`src/ccpm_consts.svh`:
```
// Offsets, field positions, reset values and layout of the camera/card pin multiplexer.
// Assumes inclusion by ccpm_pkg.sv and by the multiplexer module.
`ifndef CCPM_CONSTS_SVH
`define CCPM_CONSTS_SVH

// ==================================================
// Register groups, one aligned word per port
`define CCPM_BASE_SEL 8'h00
`define CCPM_BASE_GOUT 8'h10
`define CCPM_BASE_GDIR 8'h20
`define CCPM_BASE_LEVEL 8'h30
`define CCPM_GRP_SEL 2'h0
`define CCPM_GRP_GOUT 2'h1
`define CCPM_GRP_GDIR 2'h2
`define CCPM_GRP_LEVEL 2'h3
`define CCPM_GRP_LSB 4
`define CCPM_PORT_LSB 2
`define CCPM_MAP_TOP_LSB 6

// ==================================================
// Port indices
`define CCPM_PORT_F 2'h0
`define CCPM_PORT_G 2'h1
`define CCPM_PORT_H 2'h2
`define CCPM_PORT_I 2'h3

// ==================================================
// Pads present per port and reset values
`define CCPM_PADS_FULL 8'hff
`define CCPM_PADS_I 8'h01
`define CCPM_SEL_RESET 16'h0000
`define CCPM_GOUT_RESET 8'h00
`define CCPM_GDIR_RESET 8'h00

// ==================================================
// Bus answers
`define CCPM_RESP_OKAY 2'b00
`define CCPM_RESP_SLVERR 2'b10

`endif

```
`src/ccpm_pkg.sv`:
```
// Types shared by the camera/card pin multiplexer.
// Assumes ccpm_consts.svh is on the include path.
`default_nettype none
`include "ccpm_consts.svh"

package ccpm_pkg;
	// ==================================================
	// Pin function field codes
	typedef enum logic [1:0] {
		CCPM_FN_GPIO = 2'b00,
		CCPM_FN_ALT1 = 2'b01,
		CCPM_FN_ALT2 = 2'b10,
		CCPM_FN_SPARE = 2'b11
	} ccpm_fn_e;
	typedef logic [7:0] ccpm_pads_t;
endpackage
`default_nettype wire

```
`src/ccpm_pin_mux.sv`:
```
// Pin multiplexer for camera ports F/G and card ports H/I, with AXI4-Lite registers.
// Assumes one 250 MHz clock, synchronous active-low reset, pads on the outside.
//
// Operation
// - Pads come out of reset as GPIO
// - Port F 3:2,5:4,7:6 camera one sync/clocks
// - Port F 9:8..15:14 camera two sync/clocks
// - Port G fields alt one: camera two data
// - Port H 1:0,3:2 card enables or SD data
// - Port H 5:4,7:6 IO strobes or SD data
// - Port H 9:8 wait input or SD command
// - Port H 11:10 card reset or SD clock
// - Port H 13:12 card irq or SD detect
// - Port H 15:14 status change or SD protect
// - Port I 1:0 buffer enable or SD output
// - Base clocks out, pixel clocks in
`timescale 1ns/100ps
`default_nettype none
`include "ccpm_consts.svh"

module ccpm_pin_mux
	import ccpm_pkg::*;
#(
	parameter int ADDR_W = 8
) (
	// Clock and reset
	input wire logic aclk,
	input wire logic aresetn,
	// AXI4-Lite write
	input wire logic [ADDR_W-1:0] s_axi_awaddr,
	input wire logic s_axi_awvalid,
	output logic s_axi_awready,
	input wire logic [31:0] s_axi_wdata,
	input wire logic [3:0] s_axi_wstrb,
	input wire logic s_axi_wvalid,
	output logic s_axi_wready,
	output logic [1:0] s_axi_bresp,
	output logic s_axi_bvalid,
	input wire logic s_axi_bready,
	// AXI4-Lite read
	input wire logic [ADDR_W-1:0] s_axi_araddr,
	input wire logic s_axi_arvalid,
	output logic s_axi_arready,
	output logic [31:0] s_axi_rdata,
	output logic [1:0] s_axi_rresp,
	output logic s_axi_rvalid,
	input wire logic s_axi_rready,
	// Pads
	input wire logic [7:0] pad_f_in,
	output logic [7:0] pad_f_out,
	output logic [7:0] pad_f_oe_n,
	input wire logic [7:0] pad_g_in,
	output logic [7:0] pad_g_out,
	output logic [7:0] pad_g_oe_n,
	input wire logic [7:0] pad_h_in,
	output logic [7:0] pad_h_out,
	output logic [7:0] pad_h_oe_n,
	input wire logic pad_i_in,
	output logic pad_i_out,
	output logic pad_i_oe_n,
	// Camera controllers
	output logic cam_one_line_sync,
	input wire logic cam_one_base_clock_out,
	output logic cam_one_pixel_clock_in,
	output logic cam_two_frame_sync,
	output logic cam_two_line_sync,
	input wire logic cam_two_base_clock_out,
	output logic cam_two_pixel_clock_in,
	output logic [7:0] cam_two_pixel_bus,
	// Card controller
	input wire logic card_enable_high_n,
	input wire logic card_enable_low_n,
	input wire logic card_io_read_strobe_n,
	input wire logic card_io_write_strobe_n,
	output logic card_wait_request_n,
	input wire logic card_reset_out,
	output logic card_interrupt_in,
	output logic card_status_change_n,
	input wire logic card_buffer_enable_n,
	// SD controller
	input wire logic [3:0] sd_data_line_out,
	input wire logic [3:0] sd_data_line_oe_n,
	output logic [3:0] sd_data_line_in,
	input wire logic sd_command_line_out,
	input wire logic sd_command_line_oe_n,
	output logic sd_command_line_in,
	input wire logic sd_clock_out,
	output logic sd_card_detect_n,
	output logic sd_write_protect,
	input wire logic sd_general_output
);

	// ==================================================
	// Helpers
	function automatic ccpm_fn_e fn_of(input logic [15:0] sel, input logic [2:0] pad);
		logic [1:0] code;
		code = sel[{pad, 1'b0} +: 2];
		case (code)
			2'b01: fn_of = CCPM_FN_ALT1;
			2'b10: fn_of = CCPM_FN_ALT2;
			default: fn_of = CCPM_FN_GPIO;
		endcase
	endfunction

	function automatic ccpm_pads_t pads_of(input logic [1:0] port);
		pads_of = (port == `CCPM_PORT_I) ? `CCPM_PADS_I : `CCPM_PADS_FULL;
	endfunction

	function automatic logic [15:0] sel_mask(input logic [1:0] port);
		logic [7:0] pads;
		pads = pads_of(port);
		for (int k = 0; k < 8; k++) begin
			sel_mask[2*k +: 2] = {2{pads[k]}};
		end
	endfunction

	function automatic logic in_map(input logic [ADDR_W-1:0] addr);
		in_map = (addr >> `CCPM_MAP_TOP_LSB) == '0;
	endfunction

	// ==================================================
	// Registers
	logic [15:0] sel_reg [4];
	logic [7:0] gout_reg [4];
	logic [7:0] gdir_reg [4];
	logic [7:0] sync1_reg [4];
	logic [7:0] sync2_reg [4];
	logic [7:0] sync3_reg [4];
	logic [7:0] level_reg [4];
	logic [7:0] pad_in_all [4];
	logic [7:0] out_next [4];
	logic [7:0] oe_n_next [4];
	logic [7:0] out_reg [4];
	logic [7:0] oe_n_reg [4];

	// ==================================================
	// AXI4-Lite slave
	logic aw_held_reg;
	logic w_held_reg;
	logic [ADDR_W-1:0] aw_addr_reg;
	logic [31:0] w_data_reg;
	logic [3:0] w_strb_reg;
	logic do_write;
	logic [1:0] wr_port;
	logic [1:0] wr_grp;
	logic [1:0] rd_port;
	logic [1:0] rd_grp;
	logic [15:0] wr_mask;

	assign s_axi_awready = !aw_held_reg && !s_axi_bvalid;
	assign wr_mask = sel_mask(wr_port);
	assign s_axi_wready = !w_held_reg && !s_axi_bvalid;
	assign s_axi_arready = !s_axi_rvalid;
	assign do_write = aw_held_reg && w_held_reg;
	assign wr_port = aw_addr_reg[`CCPM_PORT_LSB +: 2];
	assign wr_grp = aw_addr_reg[`CCPM_GRP_LSB +: 2];
	assign rd_port = s_axi_araddr[`CCPM_PORT_LSB +: 2];
	assign rd_grp = s_axi_araddr[`CCPM_GRP_LSB +: 2];

	always_ff @(posedge aclk) begin
		if (!aresetn) begin
			aw_held_reg <= 1'b0;
			aw_addr_reg <= '0;
		end else if (s_axi_awvalid && s_axi_awready) begin
			aw_held_reg <= 1'b1;
			aw_addr_reg <= s_axi_awaddr;
		end else if (do_write) begin
			aw_held_reg <= 1'b0;
		end
	end

	always_ff @(posedge aclk) begin
		if (!aresetn) begin
			w_held_reg <= 1'b0;
			w_data_reg <= 32'h0000_0000;
			w_strb_reg <= 4'h0;
		end else if (s_axi_wvalid && s_axi_wready) begin
			w_held_reg <= 1'b1;
			w_data_reg <= s_axi_wdata;
			w_strb_reg <= s_axi_wstrb;
		end else if (do_write) begin
			w_held_reg <= 1'b0;
		end
	end

	always_ff @(posedge aclk) begin
		if (!aresetn) begin
			s_axi_bvalid <= 1'b0;
			s_axi_bresp <= `CCPM_RESP_OKAY;
		end else if (do_write) begin
			s_axi_bvalid <= 1'b1;
			s_axi_bresp <= in_map(aw_addr_reg) ? `CCPM_RESP_OKAY : `CCPM_RESP_SLVERR;
		end else if (s_axi_bready) begin
			s_axi_bvalid <= 1'b0;
		end
	end

	// Register writes with byte lanes; reset selects GPIO everywhere
	always_ff @(posedge aclk) begin
		if (!aresetn) begin
			for (int p = 0; p < 4; p++) begin
				sel_reg[p] <= `CCPM_SEL_RESET;
				gout_reg[p] <= `CCPM_GOUT_RESET;
				gdir_reg[p] <= `CCPM_GDIR_RESET;
			end
		end else if (do_write && in_map(aw_addr_reg)) begin
			case (wr_grp)
				`CCPM_GRP_SEL: begin
					if (w_strb_reg[0])
						sel_reg[wr_port][7:0] <= w_data_reg[7:0] & wr_mask[7:0];
					if (w_strb_reg[1])
						sel_reg[wr_port][15:8] <= w_data_reg[15:8] & wr_mask[15:8];
				end
				`CCPM_GRP_GOUT: begin
					if (w_strb_reg[0])
						gout_reg[wr_port] <= w_data_reg[7:0] & pads_of(wr_port);
				end
				`CCPM_GRP_GDIR: begin
					if (w_strb_reg[0])
						gdir_reg[wr_port] <= w_data_reg[7:0] & pads_of(wr_port);
				end
				default: begin
				end
			endcase
		end
	end

	always_ff @(posedge aclk) begin
		if (!aresetn) begin
			s_axi_rvalid <= 1'b0;
			s_axi_rdata <= 32'h0000_0000;
			s_axi_rresp <= `CCPM_RESP_OKAY;
		end else if (s_axi_arvalid && s_axi_arready) begin
			s_axi_rvalid <= 1'b1;
			s_axi_rresp <= in_map(s_axi_araddr) ? `CCPM_RESP_OKAY : `CCPM_RESP_SLVERR;
			if (!in_map(s_axi_araddr)) begin
				s_axi_rdata <= 32'h0000_0000;
			end else begin
				case (rd_grp)
					`CCPM_GRP_SEL: s_axi_rdata <= {16'h0000, sel_reg[rd_port]};
					`CCPM_GRP_GOUT: s_axi_rdata <= {24'h000000, gout_reg[rd_port]};
					`CCPM_GRP_GDIR: s_axi_rdata <= {24'h000000, gdir_reg[rd_port]};
					default: s_axi_rdata <= {24'h000000, level_reg[rd_port] & pads_of(rd_port)};
				endcase
			end
		end else if (s_axi_rready) begin
			s_axi_rvalid <= 1'b0;
		end
	end

	// ==================================================
	// Pad input synchronisers, change taken when stages 2 and 3 agree
	always_comb begin
		pad_in_all[0] = pad_f_in;
		pad_in_all[1] = pad_g_in;
		pad_in_all[2] = pad_h_in;
		pad_in_all[3] = {7'h00, pad_i_in};
	end

	always_ff @(posedge aclk) begin
		if (!aresetn) begin
			for (int p = 0; p < 4; p++) begin
				sync1_reg[p] <= 8'h00;
				sync2_reg[p] <= 8'h00;
				sync3_reg[p] <= 8'h00;
				level_reg[p] <= 8'h00;
			end
		end else begin
			for (int p = 0; p < 4; p++) begin
				sync1_reg[p] <= pad_in_all[p];
				sync2_reg[p] <= sync1_reg[p];
				sync3_reg[p] <= sync2_reg[p];
				for (int k = 0; k < 8; k++) begin
					if (sync2_reg[p][k] == sync3_reg[p][k])
						level_reg[p][k] <= sync3_reg[p][k];
				end
			end
		end
	end

	// ==================================================
	// Pad drive selection
	always_comb begin
		for (int p = 0; p < 4; p++) begin
			out_next[p] = gout_reg[p];
			oe_n_next[p] = ~gdir_reg[p];
		end
		// Port F: camera syncs and clocks
		for (int k = 1; k < 8; k++) begin
			if (fn_of(sel_reg[0], 3'(k)) == CCPM_FN_ALT1) begin
				oe_n_next[0][k] = 1'b1;
			end
		end
		if (fn_of(sel_reg[0], 3'd2) == CCPM_FN_ALT1) begin
			out_next[0][2] = cam_one_base_clock_out;
			oe_n_next[0][2] = 1'b0;
		end
		if (fn_of(sel_reg[0], 3'd6) == CCPM_FN_ALT1) begin
			out_next[0][6] = cam_two_base_clock_out;
			oe_n_next[0][6] = 1'b0;
		end
		// Port G: camera two pixel bus
		for (int k = 0; k < 8; k++) begin
			if (fn_of(sel_reg[1], 3'(k)) == CCPM_FN_ALT1)
				oe_n_next[1][k] = 1'b1;
		end
		// Port H: card or SD
		for (int k = 0; k < 8; k++) begin
			if (fn_of(sel_reg[2], 3'(k)) == CCPM_FN_ALT1) begin
				oe_n_next[2][k] = 1'b0;
				case (k)
					0: out_next[2][k] = card_enable_high_n;
					1: out_next[2][k] = card_enable_low_n;
					2: out_next[2][k] = card_io_read_strobe_n;
					3: out_next[2][k] = card_io_write_strobe_n;
					5: out_next[2][k] = card_reset_out;
					default: oe_n_next[2][k] = 1'b1;
				endcase
			end else if (fn_of(sel_reg[2], 3'(k)) == CCPM_FN_ALT2) begin
				oe_n_next[2][k] = 1'b1;
				if (k < 4) begin
					out_next[2][k] = sd_data_line_out[k];
					oe_n_next[2][k] = sd_data_line_oe_n[k];
				end else if (k == 4) begin
					out_next[2][k] = sd_command_line_out;
					oe_n_next[2][k] = sd_command_line_oe_n;
				end else if (k == 5) begin
					out_next[2][k] = sd_clock_out;
					oe_n_next[2][k] = 1'b0;
				end
			end
		end
		// Port I: buffer enable or SD output
		if (fn_of(sel_reg[3], 3'd0) == CCPM_FN_ALT1) begin
			out_next[3][0] = card_buffer_enable_n;
			oe_n_next[3][0] = 1'b0;
		end else if (fn_of(sel_reg[3], 3'd0) == CCPM_FN_ALT2) begin
			out_next[3][0] = sd_general_output;
			oe_n_next[3][0] = 1'b0;
		end
		oe_n_next[3][7:1] = 7'h7f;
		out_next[3][7:1] = 7'h00;
	end

	always_ff @(posedge aclk) begin
		if (!aresetn) begin
			for (int p = 0; p < 4; p++) begin
				out_reg[p] <= 8'h00;
				oe_n_reg[p] <= 8'hff;
			end
		end else begin
			for (int p = 0; p < 4; p++) begin
				out_reg[p] <= out_next[p];
				oe_n_reg[p] <= oe_n_next[p];
			end
		end
	end

	assign pad_f_out = out_reg[0];
	assign pad_f_oe_n = oe_n_reg[0];
	assign pad_g_out = out_reg[1];
	assign pad_g_oe_n = oe_n_reg[1];
	assign pad_h_out = out_reg[2];
	assign pad_h_oe_n = oe_n_reg[2];
	assign pad_i_out = out_reg[3][0];
	assign pad_i_oe_n = oe_n_reg[3][0];

	// ==================================================
	// Peripheral-side inputs, idle level when not routed
	always_ff @(posedge aclk) begin
		if (!aresetn) begin
			cam_one_line_sync <= 1'b0;
			cam_one_pixel_clock_in <= 1'b0;
			cam_two_frame_sync <= 1'b0;
			cam_two_line_sync <= 1'b0;
			cam_two_pixel_clock_in <= 1'b0;
			cam_two_pixel_bus <= 8'h00;
			card_wait_request_n <= 1'b1;
			card_interrupt_in <= 1'b0;
			card_status_change_n <= 1'b1;
			sd_data_line_in <= 4'hf;
			sd_command_line_in <= 1'b1;
			sd_card_detect_n <= 1'b1;
			sd_write_protect <= 1'b0;
		end else begin
			cam_one_line_sync <= (fn_of(sel_reg[0], 3'd1) == CCPM_FN_ALT1) && level_reg[0][1];
			cam_one_pixel_clock_in <= (fn_of(sel_reg[0], 3'd3) == CCPM_FN_ALT1) && level_reg[0][3];
			cam_two_frame_sync <= (fn_of(sel_reg[0], 3'd4) == CCPM_FN_ALT1) && level_reg[0][4];
			cam_two_line_sync <= (fn_of(sel_reg[0], 3'd5) == CCPM_FN_ALT1) && level_reg[0][5];
			cam_two_pixel_clock_in <= (fn_of(sel_reg[0], 3'd7) == CCPM_FN_ALT1) && level_reg[0][7];
			for (int k = 0; k < 8; k++) begin
				cam_two_pixel_bus[k] <= (fn_of(sel_reg[1], 3'(k)) == CCPM_FN_ALT1) && level_reg[1][k];
			end
			for (int k = 0; k < 4; k++) begin
				sd_data_line_in[k] <= (fn_of(sel_reg[2], 3'(k)) == CCPM_FN_ALT2) ? level_reg[2][k] : 1'b1;
			end
			card_wait_request_n <= (fn_of(sel_reg[2], 3'd4) == CCPM_FN_ALT1) ? level_reg[2][4] : 1'b1;
			sd_command_line_in <= (fn_of(sel_reg[2], 3'd4) == CCPM_FN_ALT2) ? level_reg[2][4] : 1'b1;
			card_interrupt_in <= (fn_of(sel_reg[2], 3'd6) == CCPM_FN_ALT1) && level_reg[2][6];
			sd_card_detect_n <= (fn_of(sel_reg[2], 3'd6) == CCPM_FN_ALT2) ? level_reg[2][6] : 1'b1;
			card_status_change_n <= (fn_of(sel_reg[2], 3'd7) == CCPM_FN_ALT1) ? level_reg[2][7] : 1'b1;
			sd_write_protect <= (fn_of(sel_reg[2], 3'd7) == CCPM_FN_ALT2) && level_reg[2][7];
		end
	end

endmodule
`default_nettype wire

```
`config.mk`:
```
export PLATFORM = sky130hd
export DESIGN_NAME = ccpm_pin_mux
export DESIGN_NICKNAME = d
export VERILOG_FILES = /design/src/ccpm_pkg.sv /design/src/ccpm_pin_mux.sv
export VERILOG_INCLUDE_DIRS = /design/src
export SDC_FILE = /design/constraint.sdc
export NUM_CORES = 1
export LEC_CHECK = 0
export BUFFER_PORTS_ARGS = -buffer_cell sky130_fd_sc_hd__buf_2
export CAP_MARGIN = 40
export CORE_MARGIN = 2
export CORE_UTILIZATION = 56
export CTS_CLUSTER_DIAMETER = 60
export DETAILED_ROUTE_END_ITERATION = 7
export PLACE_DENSITY = 0.79
export SETUP_SLACK_MARGIN = 0.1
export SLEW_MARGIN = 20
export SYNTH_ARGS = -nofsm -noshare
export SYNTH_HDL_FRONTEND = slang
export SYNTH_SLANG_ARGS = --single-unit
```
`constraint.sdc`:
```
create_clock -name aclk -period 2.8 [get_ports aclk]
set_input_delay 0.7 -clock aclk [delete_from_list [all_inputs] [get_ports aclk]]
set_output_delay 0.7 -clock aclk [all_outputs]
set_load 0.02 [all_outputs]
```
==> flow_summary.ini <==
[clock_tree]
clock_sinks = 347
cts-hold-fix-buffers = 0
cts_tree = done
h-tree-depth = 2
cts_made_buffers = 36
clock_latency_ps = 510
root_buffer = clkbuf_16
post_cts_buffers = 0
max-clock-path-buffers = 3
clkTransAtPathRegs_ps = 60
post_cts_resized = 0

[sta]
slew_viol_final = 0
worst_clock_skew_ps = 9.28
tightest_slew_ps = 805
min_period_ps = 2530
fmax_ghz = 0.395
hold_viol_final = 0
setup_tns_ps = 0
rsz0062_at_grt = no
setup_viol = 0
period_share_pct = 90.4
relSlewSlack_pct = 46.3

[floorplanning]
die_area_um2 = 25400
coreArea_um2 = 23600
initial_utilization_pct = 57.3
die_h_um = 159
die_w_um = 159
num_rows = 56
boundaryPins = 218

[critical_path]
path_cells = nand4bb_1 -> or3_4 -> nor3_2 -> nand2b_1
slowest_stage = or3_4
rr_worst_depth = 4
endpoint_kind = flop
cp-start-kind = flop
crit_required_ps = 2950
critPathKind = flop to flop
critPathTopFamily = simple AND/OR/NAND/NOR gates
crit_cells = 4
slowest_delay_ps = 700
worstPathArrival_ps = 2680
cp_num_buf_inv = 0
cp_max_fo = 16

[placed_design]
io_buffers = 177
gp_congestion = 0.887
hpwl_mm = 21.7

[route]
vias = 9070
dr.first_iter.drc_count = 892
wire_per_inst_um = 18.8
routed_wl_mm = 31.3
viasPerCell = 5.46
ant_nets = 0
drc = 0
drt-pass1-iter-count = 6

[global_routing]
grt_antenna_before_repair = 0
grt_pass1_wl_mm = 48.4
grt_pass1_vias = 8719
grt-ovfl-total = 0
grt_max_degree = 153
grt.total_usage_pct = 24.5

[final_layout]
area.sequential_um2 = 8400
multi_input_area_um2 = 4710
fill_cells = 1703
drive_above_1_share_pct = 23.1
nNetsFinal = 1419
largest_reg_flops = 64
syn2layout_area_growth_pct = 18.1

[yosys]
avgSynthCellArea_um2 = 11.8
synthArstFlopShare_pct = 0
ys_types = 58
synth_cells = 1144
syn_area_um2 = 13500
synth_edf_count = 145
synth-seq-cells = 347
ys_warn_count = 0
ys.flop_type = dfxtp_1
ys_seq_area_share_pct = 62.1

[power_and_ir_drop]
pwr-share-comb_pct = 6.2
power.share.switching_pct = 22.1
power_density_nw_per_um2 = 713
power_w = 0.0114
p_leak_nw = 6.67
p_clk_share_pct = 44.8
seq_power_share_pct = 49.0
irDropWorstVdd_v = 0.000541
p_switching_w = 0.00252
intPower_w = 0.00886

[job]
drv_cap = 0

[hold_path]
hold_depth = 2
min_path_type = primary input to flop

[run_status]
status = finished, final reports clean
per-stage QoR:
step                      util (%)  area [um2]  cells  setup WS, ps  hold slack, ps
final                         67.6       16000   1661           268             397
after detailed placement      62.1       14700   1596           364             417
after global routing          67.6       16000   1660           111             394
after CTS                     67.5       15900   1660           331             385
after global placement        62.1       14700   1596           411             415
after floorplan                  -       13600   1161           325             412
logic make-up after synthesis:
logic type / share of synthesized area, %
AOI/OAI and AO/OA: 4.59
xor gates and xnor gates: 1.88
buffers and inverters: 3.54
DFF: 62.1
muxes: 8.52
other: 0.0277
and+or+nand+nor: 19.3
placed cells by master (no fill, tap or decap), drive strengths merged, types with 5 or more instances in the layout:
cell,Yosys,layout
mux4,25,25
bufinv,0,5
inv,18,20
a22oi,14,14
o21ai,14,14
o211a,8,8
nand2b,24,24
nor2b,24,24
mux2,15,15
o211ai,7,7
nor4,7,7
and2,126,126
edfxtp,145,145
xor2,27,27
conb,1,18
buf,39,199
and3,25,25
nand3b,8,8
clkinv,1,10
clkbuf,44,45
o22ai,6,6
nor2,102,102
a21boi,20,20
or3,6,6
dfxtp,202,202
nand3,29,29
nor3,9,9
mux2i,42,42
nand2,128,128
path summary, 6_finish.rpt:
path	end	start	slack, ps
max	gout_reg[0][7]$_SDFFCE_PN0P_	w_held_reg$_SDFFE_PN0P_	270
min	sync1_reg[2][4]$_SDFF_PN0_	pad_h_in[4]	400
max reg2reg	gout_reg[0][7]$_SDFFCE_PN0P_	w_held_reg$_SDFFE_PN0P_	270
min reg2reg	sync2_reg[1][6]$_SDFF_PN0_	sync1_reg[1][6]$_SDFF_PN0_	430
power groups by stage:
stage	Clock, W	Sequential (W)	Combinational, W
final	0.00510	0.00558	0.000701
after global routing	0.00535	0.00560	0.000762
after CTS	0.00515	0.00558	0.000701
after detailed placement	0	0.00568	0.000692
after global placement	0	0.00568	0.000679
after floorplan	0	0.00567	0.000448
metal layers:
layer	routed length (um)	global-route usage (%)	vias to the layer above
li1	-	-	4240
met1	12100	30.9	4308
met2	15400	41.9	443
met3	2600	4.64	79
met4	1220	9.79	0
met5	0	0	-
cell usage after synthesis, types with 2 or more instances:
cell,n,area share [%]
dfxtp_1,202,30
edfxtp_1,145,32
nand2_1,128,3.6
and2_1,126,5.8
nor2_1,99,2.7
clkbuf_1,44,1.2
mux2i_1,42,3.1
nand3_1,29,1.1
xor2_1,27,1.7
and3_1,25,1.2
mux4_2,25,4.2
nand2b_1,24,1.1
nor2b_1,24,1.1
a21boi_0,20,1.1
buf_4,20,1.1
inv_1,18,0.50
mux2_2,15,1.2
a22oi_1,14,0.78
o21ai_0,14,0.52
buf_2,11,0.41
nand3b_1,8,0.44
o211a_1,8,0.59
buf_1,7,0.19
nor3_1,7,0.26
o211ai_1,7,0.39
o22ai_1,6,0.28
or3_1,5,0.23
nor4_1,4,0.19
o311ai_0,4,0.26
a21oi_1,3,0.11
and3b_1,2,0.13
and4b_1,2,0.15
nor2_2,2,0.093
nor4_4,2,0.31
xnor2_1,2,0.13
cell type report:
| cell class | instances | area share, % |
|---|---|---|
| diodes | 1 | 0.0157 |
| clock buffers | 45 | 6.58 |
| clock inverters | 19 | 1.52 |
| inverters | 19 | 0.447 |
| multi-input cells | 712 | 29.5 |
| flip-flops and latches | 347 | 52.6 |
| well taps | 319 | 2.50 |
| repair buffers | 199 | 6.78 |
Note: power is estimated with default switching activity, not from simulation.
